`config.mk`:
```
export PLATFORM = sky130hd
export DESIGN_NAME = acc_cal_ctrl
export DESIGN_NICKNAME = d
export VERILOG_FILES = /design/src/core/acc_pkg.sv /design/src/core/acc_cal_ctrl.sv
export VERILOG_INCLUDE_DIRS = /design/src /design/src/core
export SDC_FILE = /design/constraint.sdc
export NUM_CORES = 1
export LEC_CHECK = 0
export BUFFER_PORTS_ARGS = -buffer_cell sky130_fd_sc_hd__buf_2
export CORE_MARGIN = 2
export CORE_UTILIZATION = 56
export CTS_BUF_LIST = sky130_fd_sc_hd__clkbuf_2
export CTS_CLUSTER_DIAMETER = 80
export DETAILED_ROUTE_END_ITERATION = 10
export PLACE_DENSITY = 0.79
export SYNTH_ARGS = -nofsm -noshare
export SYNTH_HDL_FRONTEND = slang
export SYNTH_SLANG_ARGS = --single-unit
```
`constraint.sdc`:
```
create_clock -name REF_CLK_I -period 2.2 [get_ports REF_CLK_I]
set_input_delay 0 -clock REF_CLK_I [delete_from_list [all_inputs] [get_ports REF_CLK_I]]
set_output_delay 0 -clock REF_CLK_I [all_outputs]
set_load 0.05 [all_outputs]
```
`src/core/acc_consts.svh`:
```
// register offsets, field positions, reset values and frame counts
`ifndef ACC_CONSTS_SVH
`define ACC_CONSTS_SVH
`define ACC_ADDR_W 15
`define ACC_DATA_W 8
`define ACC_OFS_INPUT_SELECT 15'h0060
`define ACC_OFS_CAL_ENABLE 15'h0061
`define ACC_OFS_CAL_CONFIG0 15'h0062
`define ACC_RST_INPUT_SELECT 2'h1
`define ACC_RST_CAL_ENABLE 1'h1
`define ACC_RST_CAL_CONFIG0 4'h1
`define ACC_BIT_FG 0
`define ACC_BIT_BG 1
`define ACC_BIT_FG_OFS 2
`define ACC_BIT_BG_OFS 3
`define ACC_FRAME_BITS 5'h18
`define ACC_HEADER_BITS 5'h10
`define ACC_CMD_BIT 23
`endif

```
`src/core/acc_pkg.sv`:
```
// types shared by the calibration control block
package acc_pkg;
  typedef enum logic [1:0] {
    ACC_SEL_RSVD0 = 2'b00,
    ACC_SEL_INPUT_A = 2'b01,
    ACC_SEL_INPUT_B = 2'b10,
    ACC_SEL_RSVD3 = 2'b11
  } acc_sel_t;
endpackage

```
`src/core/acc_cal_ctrl.sv`:
```
// calibration and interleave input-select control behind the serial port
// Function
// - interleaved mode routes input A for code 1, B for code 2; 0,3 reserved.
// - input select acts only while interleaved mode is on.
// - calibration runs while the enable bit is high; it resets to one.
// - enable bit low holds the calibration logic in reset.
// - enable bit low also resets encoder and output clock dividers.
// - setting enable again re-runs calibration with the new settings.
// - config bit 3 enables background offset trim, needs background trim.
// - config bit 2 enables foreground offset trim, needs foreground trim.
// - config bit 1 enables background calibration; resets to zero.
// - config bit 0 always clears values, then runs foreground when set.
`timescale 1ns/1ps
`include "acc_consts.svh"
module acc_cal_ctrl
  import acc_pkg::*;
(
  input wire logic REF_CLK_I,
  input wire logic RST_I,
  input wire logic CE_I,
  input wire logic SPI_SCLK_I,
  input wire logic SPI_CS_N_I,
  input wire logic SPI_SDI_I,
  input wire logic INTERLEAVE_EN_I,
  output logic SPI_SDO_O,
  output logic SPI_SDO_OE_O,
  output logic INTERLEAVE_ON_INPUT_A_O,
  output logic INTERLEAVE_ON_INPUT_B_O,
  output logic CAL_RUN_O,
  output logic CAL_LOGIC_RST_O,
  output logic CLK_DIV_RST_O,
  output logic CAL_START_O,
  output logic CAL_VALUES_CLR_O,
  output logic FOREGROUND_TRIM_ON_O,
  output logic BACKGROUND_TRIM_ON_O,
  output logic FOREGROUND_OFFSET_TRIM_ON_O,
  output logic BACKGROUND_OFFSET_TRIM_ON_O
);

  // three-stage synchronisers for the serial pins: sclk, cs_n, sdi
  logic [2:0] s1_ff, s2_ff, s3_ff;
  logic [2:0] pin_ff;
  logic sclk_prev_ff;
  logic [4:0] cnt_ff;
  logic [23:0] shin_ff;
  logic [6:0] shout_ff;
  logic is_read_ff;
  acc_sel_t input_sel_ff;
  logic cal_enable_ff;
  logic [3:0] cal_cfg_ff;
  logic cal_en_prev_ff;
  logic [23:0] nxt_shin;
  logic [`ACC_ADDR_W-1:0] rd_addr;
  logic [7:0] rd_data;
  logic sclk_rise, sclk_fall, cs_active;

  // read mux; unmapped and reserved bits answer zero
  function automatic logic [7:0] read_reg(input logic [`ACC_ADDR_W-1:0] a,
                                          input acc_sel_t sel,
                                          input logic en,
                                          input logic [3:0] cfg);
    logic [7:0] d;
    d = 8'h00;
    if (a == `ACC_OFS_INPUT_SELECT) begin
      d = {6'h00, sel};
    end else if (a == `ACC_OFS_CAL_ENABLE) begin
      d = {7'h00, en};
    end else if (a == `ACC_OFS_CAL_CONFIG0) begin
      d = {4'h0, cfg};
    end
    return d;
  endfunction

  // sync chain; stage one feeds stage two only
  // reset to the idle pin levels (sclk low, cs_n high, sdi low) so that
  // no false clock edge appears after reset
  always_ff @(posedge REF_CLK_I or posedge RST_I) begin
    if (RST_I) begin
      s1_ff <= 3'h2;
      s2_ff <= 3'h2;
      s3_ff <= 3'h2;
    end else if (CE_I) begin
      s1_ff <= {SPI_SDI_I, SPI_CS_N_I, SPI_SCLK_I};
      s2_ff <= s1_ff;
      s3_ff <= s2_ff;
    end
  end

  // filtered pin level: a bit changes only once stages two and three agree
  genvar g;
  generate
    for (g = 0; g < 3; g++) begin : g_filt
      always_ff @(posedge REF_CLK_I or posedge RST_I) begin
        if (RST_I) begin
          pin_ff[g] <= (g == 1) ? 1'b1 : 1'b0;
        end else if (CE_I && (s2_ff[g] == s3_ff[g])) begin
          pin_ff[g] <= s3_ff[g];
        end
      end
    end
  endgenerate

  always_ff @(posedge REF_CLK_I or posedge RST_I) begin
    if (RST_I) begin
      sclk_prev_ff <= 1'b0;
    end else if (CE_I) begin
      sclk_prev_ff <= pin_ff[0];
    end
  end

  assign cs_active = ~pin_ff[1];
  assign sclk_rise = cs_active & pin_ff[0] & ~sclk_prev_ff;
  assign sclk_fall = cs_active & ~pin_ff[0] & sclk_prev_ff;
  assign nxt_shin = {shin_ff[22:0], pin_ff[2]};
  assign rd_addr = shin_ff[`ACC_ADDR_W-1:0];
  assign rd_data = read_reg(rd_addr, input_sel_ff, cal_enable_ff, cal_cfg_ff);

  // bit counter and input shifter; a frame restarts whenever cs is released
  always_ff @(posedge REF_CLK_I or posedge RST_I) begin
    if (RST_I) begin
      cnt_ff <= 5'h00;
      shin_ff <= 24'h000000;
      is_read_ff <= 1'b0;
    end else if (CE_I) begin
      if (!cs_active) begin
        cnt_ff <= 5'h00;
        is_read_ff <= 1'b0;
      end else if (sclk_rise && cnt_ff != `ACC_FRAME_BITS) begin
        cnt_ff <= cnt_ff + 5'h01;
        shin_ff <= nxt_shin;
        if (cnt_ff == 5'h00) begin
          is_read_ff <= pin_ff[2]; // first bit high means read
        end
      end
    end
  end

  // read data leaves msb first, changing on falling clock edges
  always_ff @(posedge REF_CLK_I or posedge RST_I) begin
    if (RST_I) begin
      SPI_SDO_O <= 1'b0;
      SPI_SDO_OE_O <= 1'b0;
      shout_ff <= 7'h00;
    end else if (CE_I) begin
      SPI_SDO_OE_O <= cs_active & is_read_ff & (cnt_ff >= `ACC_HEADER_BITS);
      if (!cs_active) begin
        SPI_SDO_O <= 1'b0;
      end else if (sclk_fall && is_read_ff) begin
        if (cnt_ff == `ACC_HEADER_BITS) begin
          SPI_SDO_O <= rd_data[7];
          shout_ff <= rd_data[6:0];
        end else begin
          SPI_SDO_O <= shout_ff[6];
          shout_ff <= {shout_ff[5:0], 1'b0};
        end
      end
    end
  end

  // register writes commit on the last rising edge of a write frame;
  // configuration is stored whatever the enable state, since keeping the
  // enable low during the write is the host's duty
  always_ff @(posedge REF_CLK_I or posedge RST_I) begin
    if (RST_I) begin
      input_sel_ff <= acc_sel_t'(`ACC_RST_INPUT_SELECT);
      cal_enable_ff <= `ACC_RST_CAL_ENABLE;
      cal_cfg_ff <= `ACC_RST_CAL_CONFIG0;
    end else if (CE_I && sclk_rise && !is_read_ff &&
                 cnt_ff == `ACC_FRAME_BITS - 5'h01) begin
      if (nxt_shin[22:8] == `ACC_OFS_INPUT_SELECT) begin
        input_sel_ff <= acc_sel_t'(nxt_shin[1:0]);
      end
      if (nxt_shin[22:8] == `ACC_OFS_CAL_ENABLE) begin
        cal_enable_ff <= nxt_shin[0];
      end
      if (nxt_shin[22:8] == `ACC_OFS_CAL_CONFIG0) begin
        cal_cfg_ff <= nxt_shin[3:0]; // upper bits dropped
      end
    end
  end

  // input routing only in interleaved mode; reserved codes route nothing
  always_ff @(posedge REF_CLK_I or posedge RST_I) begin
    if (RST_I) begin
      INTERLEAVE_ON_INPUT_A_O <= 1'b0;
      INTERLEAVE_ON_INPUT_B_O <= 1'b0;
    end else if (CE_I) begin
      INTERLEAVE_ON_INPUT_A_O <= INTERLEAVE_EN_I &&
                                 input_sel_ff == ACC_SEL_INPUT_A;
      INTERLEAVE_ON_INPUT_B_O <= INTERLEAVE_EN_I &&
                                 input_sel_ff == ACC_SEL_INPUT_B;
    end
  end

  // run/reset levels and the start pulse on each enable rising edge;
  // prev resets low so calibration also starts right after reset
  always_ff @(posedge REF_CLK_I or posedge RST_I) begin
    if (RST_I) begin
      cal_en_prev_ff <= 1'b0;
      CAL_RUN_O <= 1'b0;
      CAL_LOGIC_RST_O <= 1'b1;
      CLK_DIV_RST_O <= 1'b1;
      CAL_START_O <= 1'b0;
      CAL_VALUES_CLR_O <= 1'b0;
    end else if (CE_I) begin
      cal_en_prev_ff <= cal_enable_ff;
      CAL_RUN_O <= cal_enable_ff;
      CAL_LOGIC_RST_O <= ~cal_enable_ff;
      CLK_DIV_RST_O <= ~cal_enable_ff;
      CAL_START_O <= cal_enable_ff & ~cal_en_prev_ff;
      CAL_VALUES_CLR_O <= cal_enable_ff & ~cal_en_prev_ff;
    end
  end

  // trim enables, each offset trim gated by its parent mode
  always_ff @(posedge REF_CLK_I or posedge RST_I) begin
    if (RST_I) begin
      FOREGROUND_TRIM_ON_O <= 1'b0;
      BACKGROUND_TRIM_ON_O <= 1'b0;
      FOREGROUND_OFFSET_TRIM_ON_O <= 1'b0;
      BACKGROUND_OFFSET_TRIM_ON_O <= 1'b0;
    end else if (CE_I) begin
      FOREGROUND_TRIM_ON_O <= cal_enable_ff &
                              cal_cfg_ff[`ACC_BIT_FG];
      BACKGROUND_TRIM_ON_O <= cal_enable_ff &
                              cal_cfg_ff[`ACC_BIT_BG];
      FOREGROUND_OFFSET_TRIM_ON_O <= cal_enable_ff & cal_cfg_ff[`ACC_BIT_FG] &
                                     cal_cfg_ff[`ACC_BIT_FG_OFS];
      BACKGROUND_OFFSET_TRIM_ON_O <= cal_enable_ff & cal_cfg_ff[`ACC_BIT_BG] &
                                     cal_cfg_ff[`ACC_BIT_BG_OFS];
    end
  end

endmodule

```
# Word-level counts from Yosys, hierarchy flattened
# Index checks and enable logic that the tools add are counted.
# totals
register_bits,66
input_bits,7
out_inout_bits,13
word_cells,92
# classes
add_sub_neg,1
magnitude_cmp,1
n_eq_ne,14
mux,12
bitwise_logic,16
n_reduce_logical,23
# op_table
operator,count
15-bit by 7-bit == test with 1-bit output (second input constant),6
4-bit 2-to-1 mux,3
1-bit bitwise AND,11
5-bit == test (second input constant),2
1-bit logical AND,10
5-bit 2-to-1 mux,2
2-bit AND reduction,5
3-bit AND reduction,3
7-bit 2-to-1 mux,1
1-bit 2-to-1 mux,6
2-bit nonzero test,3
5-bit by 1-bit adder with 5-bit output (second input constant),1
5-bit greater-or-equal comparator (second input constant),1
5-bit zero test,1
5-bit != test (second input constant),1
1-bit NOT,5
1-bit == test,3
2-bit by 1-bit == test with 1-bit output (second input constant),1
2-bit == test (second input constant),1
1-bit zero test,1

# Longest topological paths before layout
# depth
ltp_word,7
depth_mapped,7
depth_no_buf,6

# Least setup slack after synthesis
# OpenSTA, ideal clock, no wires.
# synth_timing
path_kind,register to register
start,register cnt_ff[3]
end,register cal_cfg_ff[1]
setup_ns,0.125
arrival_time_ns,2.130
required_time_ns,2.075
setup_slack_ns,-0.056
path_stages_with_launch,5
n_path_buf,0
synth_period_minus_slack_ns,2.256
cell_sequence,dfrtp_1 > or4b_1 > or4_4 > nor4_4 > mux2_4
# synth_between
elab_chain_len,3
# synth_rtl
item,line_no,rtl
start: declaration,acc_cal_ctrl.sv:44,logic [4:0] cnt_ff;
start signal: assignment,acc_cal_ctrl.sv:129,cnt_ff <= cnt_ff + 5'h01;
5-bit == test,acc_cal_ctrl.sv:169,cnt_ff == `ACC_FRAME_BITS - 5'h01) begin
1-bit logical AND,acc_cal_ctrl.sv:168,end else if (CE_I && sclk_rise && !is_read_ff &&
2-bit AND reduction (no source line),-,
end signal: assignment,acc_cal_ctrl.sv:167,cal_cfg_ff <= `ACC_RST_CAL_CONFIG0;
end signal: assignment,acc_cal_ctrl.sv:177,cal_cfg_ff <= nxt_shin[3:0];
end: declaration,acc_cal_ctrl.sv:50,logic [3:0] cal_cfg_ff;
# No other way between the ends.
# A chain may end at the register's enable or synchronous reset.

# Worst setup path in the final report
# layout_timing
start,register shin_ff[9]
end,register cal_cfg_ff[2]
# layout_between
elab_chain_len,2
# layout_rtl
item,line_no,rtl
start: declaration,acc_cal_ctrl.sv:45,logic [23:0] shin_ff;
start signal: assignment,acc_cal_ctrl.sv:130,shin_ff <= nxt_shin;
15-bit by 7-bit == test with 1-bit output (no source line),-,
2-bit AND reduction (no source line),-,
# No other way between the ends.

==> summary.txt <==
Placement
  • Placed Instances: ~330
  • GP Congestion: 0.751
  • Post-Place Cell Area: 0.00314 mm²
  • DP Wirelength: 3460 µm
  • Port Buf Inserts: 19

Cells and area
  • Post-route core utilization: 0.663
  • Area Overhead vs Synth: 15.1%
  • Layout cell share with drive strength beyond 1: 0.364
  • Non-Filler Instances: ~360
  • Nets@finish: 290
  • Seq. cell area: 0.00166 mm²
  • Post-route cell area: about 0.0034 mm²
  • Area of the multi-input gates: between 0.001 and 0.0015 mm²
  • Antenna cells: 0
  • Fillers: slightly below 400

Route
  • Vias post-DR: about 1900
  • Drt wl/cell: approximately 15 µm
  • Drt total wl: around 5300 µm
  • Pre-antenna DRT Iters: 4
  • ANT nets after route: 0
  • Detailed-route DRC error count: 0
  • Initial DRC Count: 159
  • Vias per cell: approximately 5.4

Setup path
  • Setup CP Type: reg2reg
  • Worst-path fanout max: 4
  • Worst Setup End Kind: flop
  • Critical-path cell list: or4_4 > or4_4 > nor4_4 > buf_4 > mux2_4
  • CP arrival: around 2700 ps
  • Register-to-Register Path Depth: 5
  • Worst R2R Start: shin_ff[9]
  • Critical Path Most Common Cell: or4_4
  • Worst EP required: approximately 2600 ps
  • Reg-to-reg endpoint: cal_cfg_ff[2]
  • CP startpoint: shin_ff[9]
  • Reg2Reg Setup Slack: -70 ps
  • Worst setup path endpoint: cal_cfg_ff[2]
  • Critical Path Slowest Stage Cell: or4_4
  • CP Launch Type: flop
  • Crit-path max cell delay: ~550 ps

Timing
  • FMAX: 440 MHz
  • Worst-margin pin slew: approximately 810 ps
  • Hold WS: 242 ps
  • Fin. max-slew vios: 0
  • Final clock skew: approximately 25 ps
  • RSZ-0062 raised after global routing: yes
  • Final setup fails: 5
  • Fin. Hold Viols: 0
  • Worst rel slew slack: 0.457
  • Fin crit share: 1.03
  • Fin crit period: roughly 2300 ps
  • Final worst slack: -73.2 ps

Power and ir drop
  • Pwr/cell area: around 770 mW/mm²
  • Leakage power: 1.59 nW
  • IR Drop Worst-Case VDD: about 560 µV
  • Total power: 2.59 mW

Synthesis
  • Syn_nets: 250
  • Main synth FF type: dfrtp_1
  • EDFF count, synth: 0
  • Synthesis-stage register bit count: 66
  • Register area share after synthesis: 0.568
  • Netlist cell types: 43
  • Syn Inst Count: 241
  • Ys Warns: 0
  • FFs w/ async S/R, synth: 1.00
  • Syn_area_per_cell: between 10 and 15 µm²
  • Post-Syn Area: between 0.002 and 0.003 mm²

Status
  • Failing checks: negative setup slack
  • Status: finished with violations

Worst hold path
  • Hold Path Class: in2async

GRT
  • Total global routing track utilization: 0.202
  • GRT overflow: 0
  • Initial antenna violation count: 0
  • Largest net degree at the start of global routing: 67
  • Vias in the first global route: around 2000
  • Global-route wire length before repair: slightly above 9000 µm

Die
  • CORE AREA: just over 0.005 mm²
  • Cell Rows: 26
  • Die X: between 70 and 80 µm
  • Starting density of the core: 0.576
  • Io pins: 20
  • Die area: 0.00582 mm²
  • Die Ht: between 70 and 80 µm

Clock tree
  • Root buf cell: clkbuf_2
  • Bufs on Longest Clock Path: 2
  • Worst-Skew Late Latency: 510 ps
  • H-tree depth: 3
  • Clock sink total: 66
  • CTS tree: yes
  • Num CTS Buffers: 9
  • Reg clk slew, reported paths: between 150 and 200 ps

Job
  • MaxCap Viol Count: 0
## sequential cells by signal, indices dropped and copies added (netlist names), 2 cells and up
name / flops
s2_ff: 3
input_sel_ff: 2
shin_ff: 22
shout_ff: 7
cnt_ff: 5
s1_ff: 3
s3_ff: 3
cal_cfg_ff: 4
pin_ff: 2
## where the power goes
group / internal [mW] / switching (mW)
Sequential: 1.34 / 0.150
Clock: 0.249 / 0.434
Combinational: 0.227 / 0.181
Total: 1.82 / 0.765
## how the worst min path moves through the flow
stage / start / end / slack (ps) / cells after the start
6_report: RST_I / shout_ff[4] / 240 / 4
4_1_cts: SPI_SCLK_I / s1_ff[0] / 210 / 3
2_1_floorplan: SPI_SCLK_I / s1_ff[0] / 150 / 1
3_3_place_gp: SPI_SCLK_I / s1_ff[0] / 230 / 2
5_1_grt: SPI_SCLK_I / s1_ff[0] / 230 / 3
3_5_place_dp: SPI_SCLK_I / s1_ff[0] / 240 / 2
## critical path: cells and delay by family (launching register included)
| family | cells | cell delay [ps] |
|---|---|---|
| buffers and inverters | 1 | 190 |
| flip-flops | 1 | 440 |
| multiplexers | 1 | 300 |
| AND/OR/NAND/NOR | 3 | 1240 |
## final cells by class
class | count | area share
tap | 70 | 0.0260
sequential | 66 | 0.493
clock inverter | 7 | 0.0178
timing repair buffer | 41 | 0.0855
clock buffer | 9 | 0.0134
multi-input combinational | 148 | 0.347
inverter | 15 | 0.0167
## cells in the final DEF (no fill, tap or decap), types with 2 or more instances in the layout
cell type      count
a21oi_1            8
and2_1             2
buf_2             19
buf_4             15
clkbuf_2           9
clkinv_1           2
clkinv_2           3
dfrtp_1           58
dfstp_2            8
dlygate4sd3_1      6
ha_1               2
inv_1             14
mux2_2            33
mux2_4             5
mux2i_1            5
nand2_1           18
nand2b_1           4
nand3_1           10
nand4_1            4
nand4b_1           5
nor2_1             9
nor3_1             4
nor4_4             2
o21ai_0           13
o22ai_1            3
or4_4              2
## metal layers
| metal | global-route usage | routed length (µm) | up-vias |
|---|---|---|---|
| met5 | 0 | 0 | - |
| met4 | 0.0873 | 84 | 0 |
| met3 | 0.0462 | 144 | 7 |
| met2 | 0.327 | 2670 | 21 |
| met1 | 0.263 | 2400 | 961 |
| li1 | - | - | 937 |
## synth_stat cells (3+ instances only)
cell type / n / area (µm²)
dfrtp_1: 58 / 1450
mux2_2: 34 / 383
nand2_1: 18 / 67.6
inv_1: 15 / 56.3
o21ai_0: 13 / 65.1
nand3_1: 10 / 50.1
nor2_1: 9 / 33.8
a21oi_1: 8 / 40.0
clkbuf_1: 8 / 30.0
dfstp_2: 8 / 210
mux2i_1: 5 / 50.1
nand4b_1: 5 / 43.8
mux2_4: 4 / 60.1
nand2b_1: 4 / 25.0
nand4_1: 4 / 25.0
nor3_1: 4 / 20.0
o22ai_1: 3 / 18.8
## stage by stage
step | TNS [ps] | setup slack, ps
after floorplan | -181 | -55.6
after global placement | -199 | -53.2
after detailed placement | -445 | -99.0
after CTS | -355 | -74.4
after global routing | -548 | -117
final | -295 | -73.2
## kinds of logic after synthesis
kind of cell,Yosys count,synth area share
xor+xnor,1,0.00300
mux,43,0.169
buf+inv,27,0.0372
simple gates,71,0.151
compound gates,31,0.0633
flops,66,0.568
fa+ha+maj,2,0.00856
## repair_timing
| item | 4_1_cts | 5_1_grt |
|---|---|---|
| pin swaps | 3 | 3 |
| endpoints found under the setup margin | 7 | 11 |
| gates resized for setup | 1 | 2 |
| cloned | 0 | 0 |
| hold endpoints to repair | 65 | 0 |
| setup buffers | 4 | 2 |
| hold buffers | 6 | 0 |
Power figures use the tool's default switching activity.
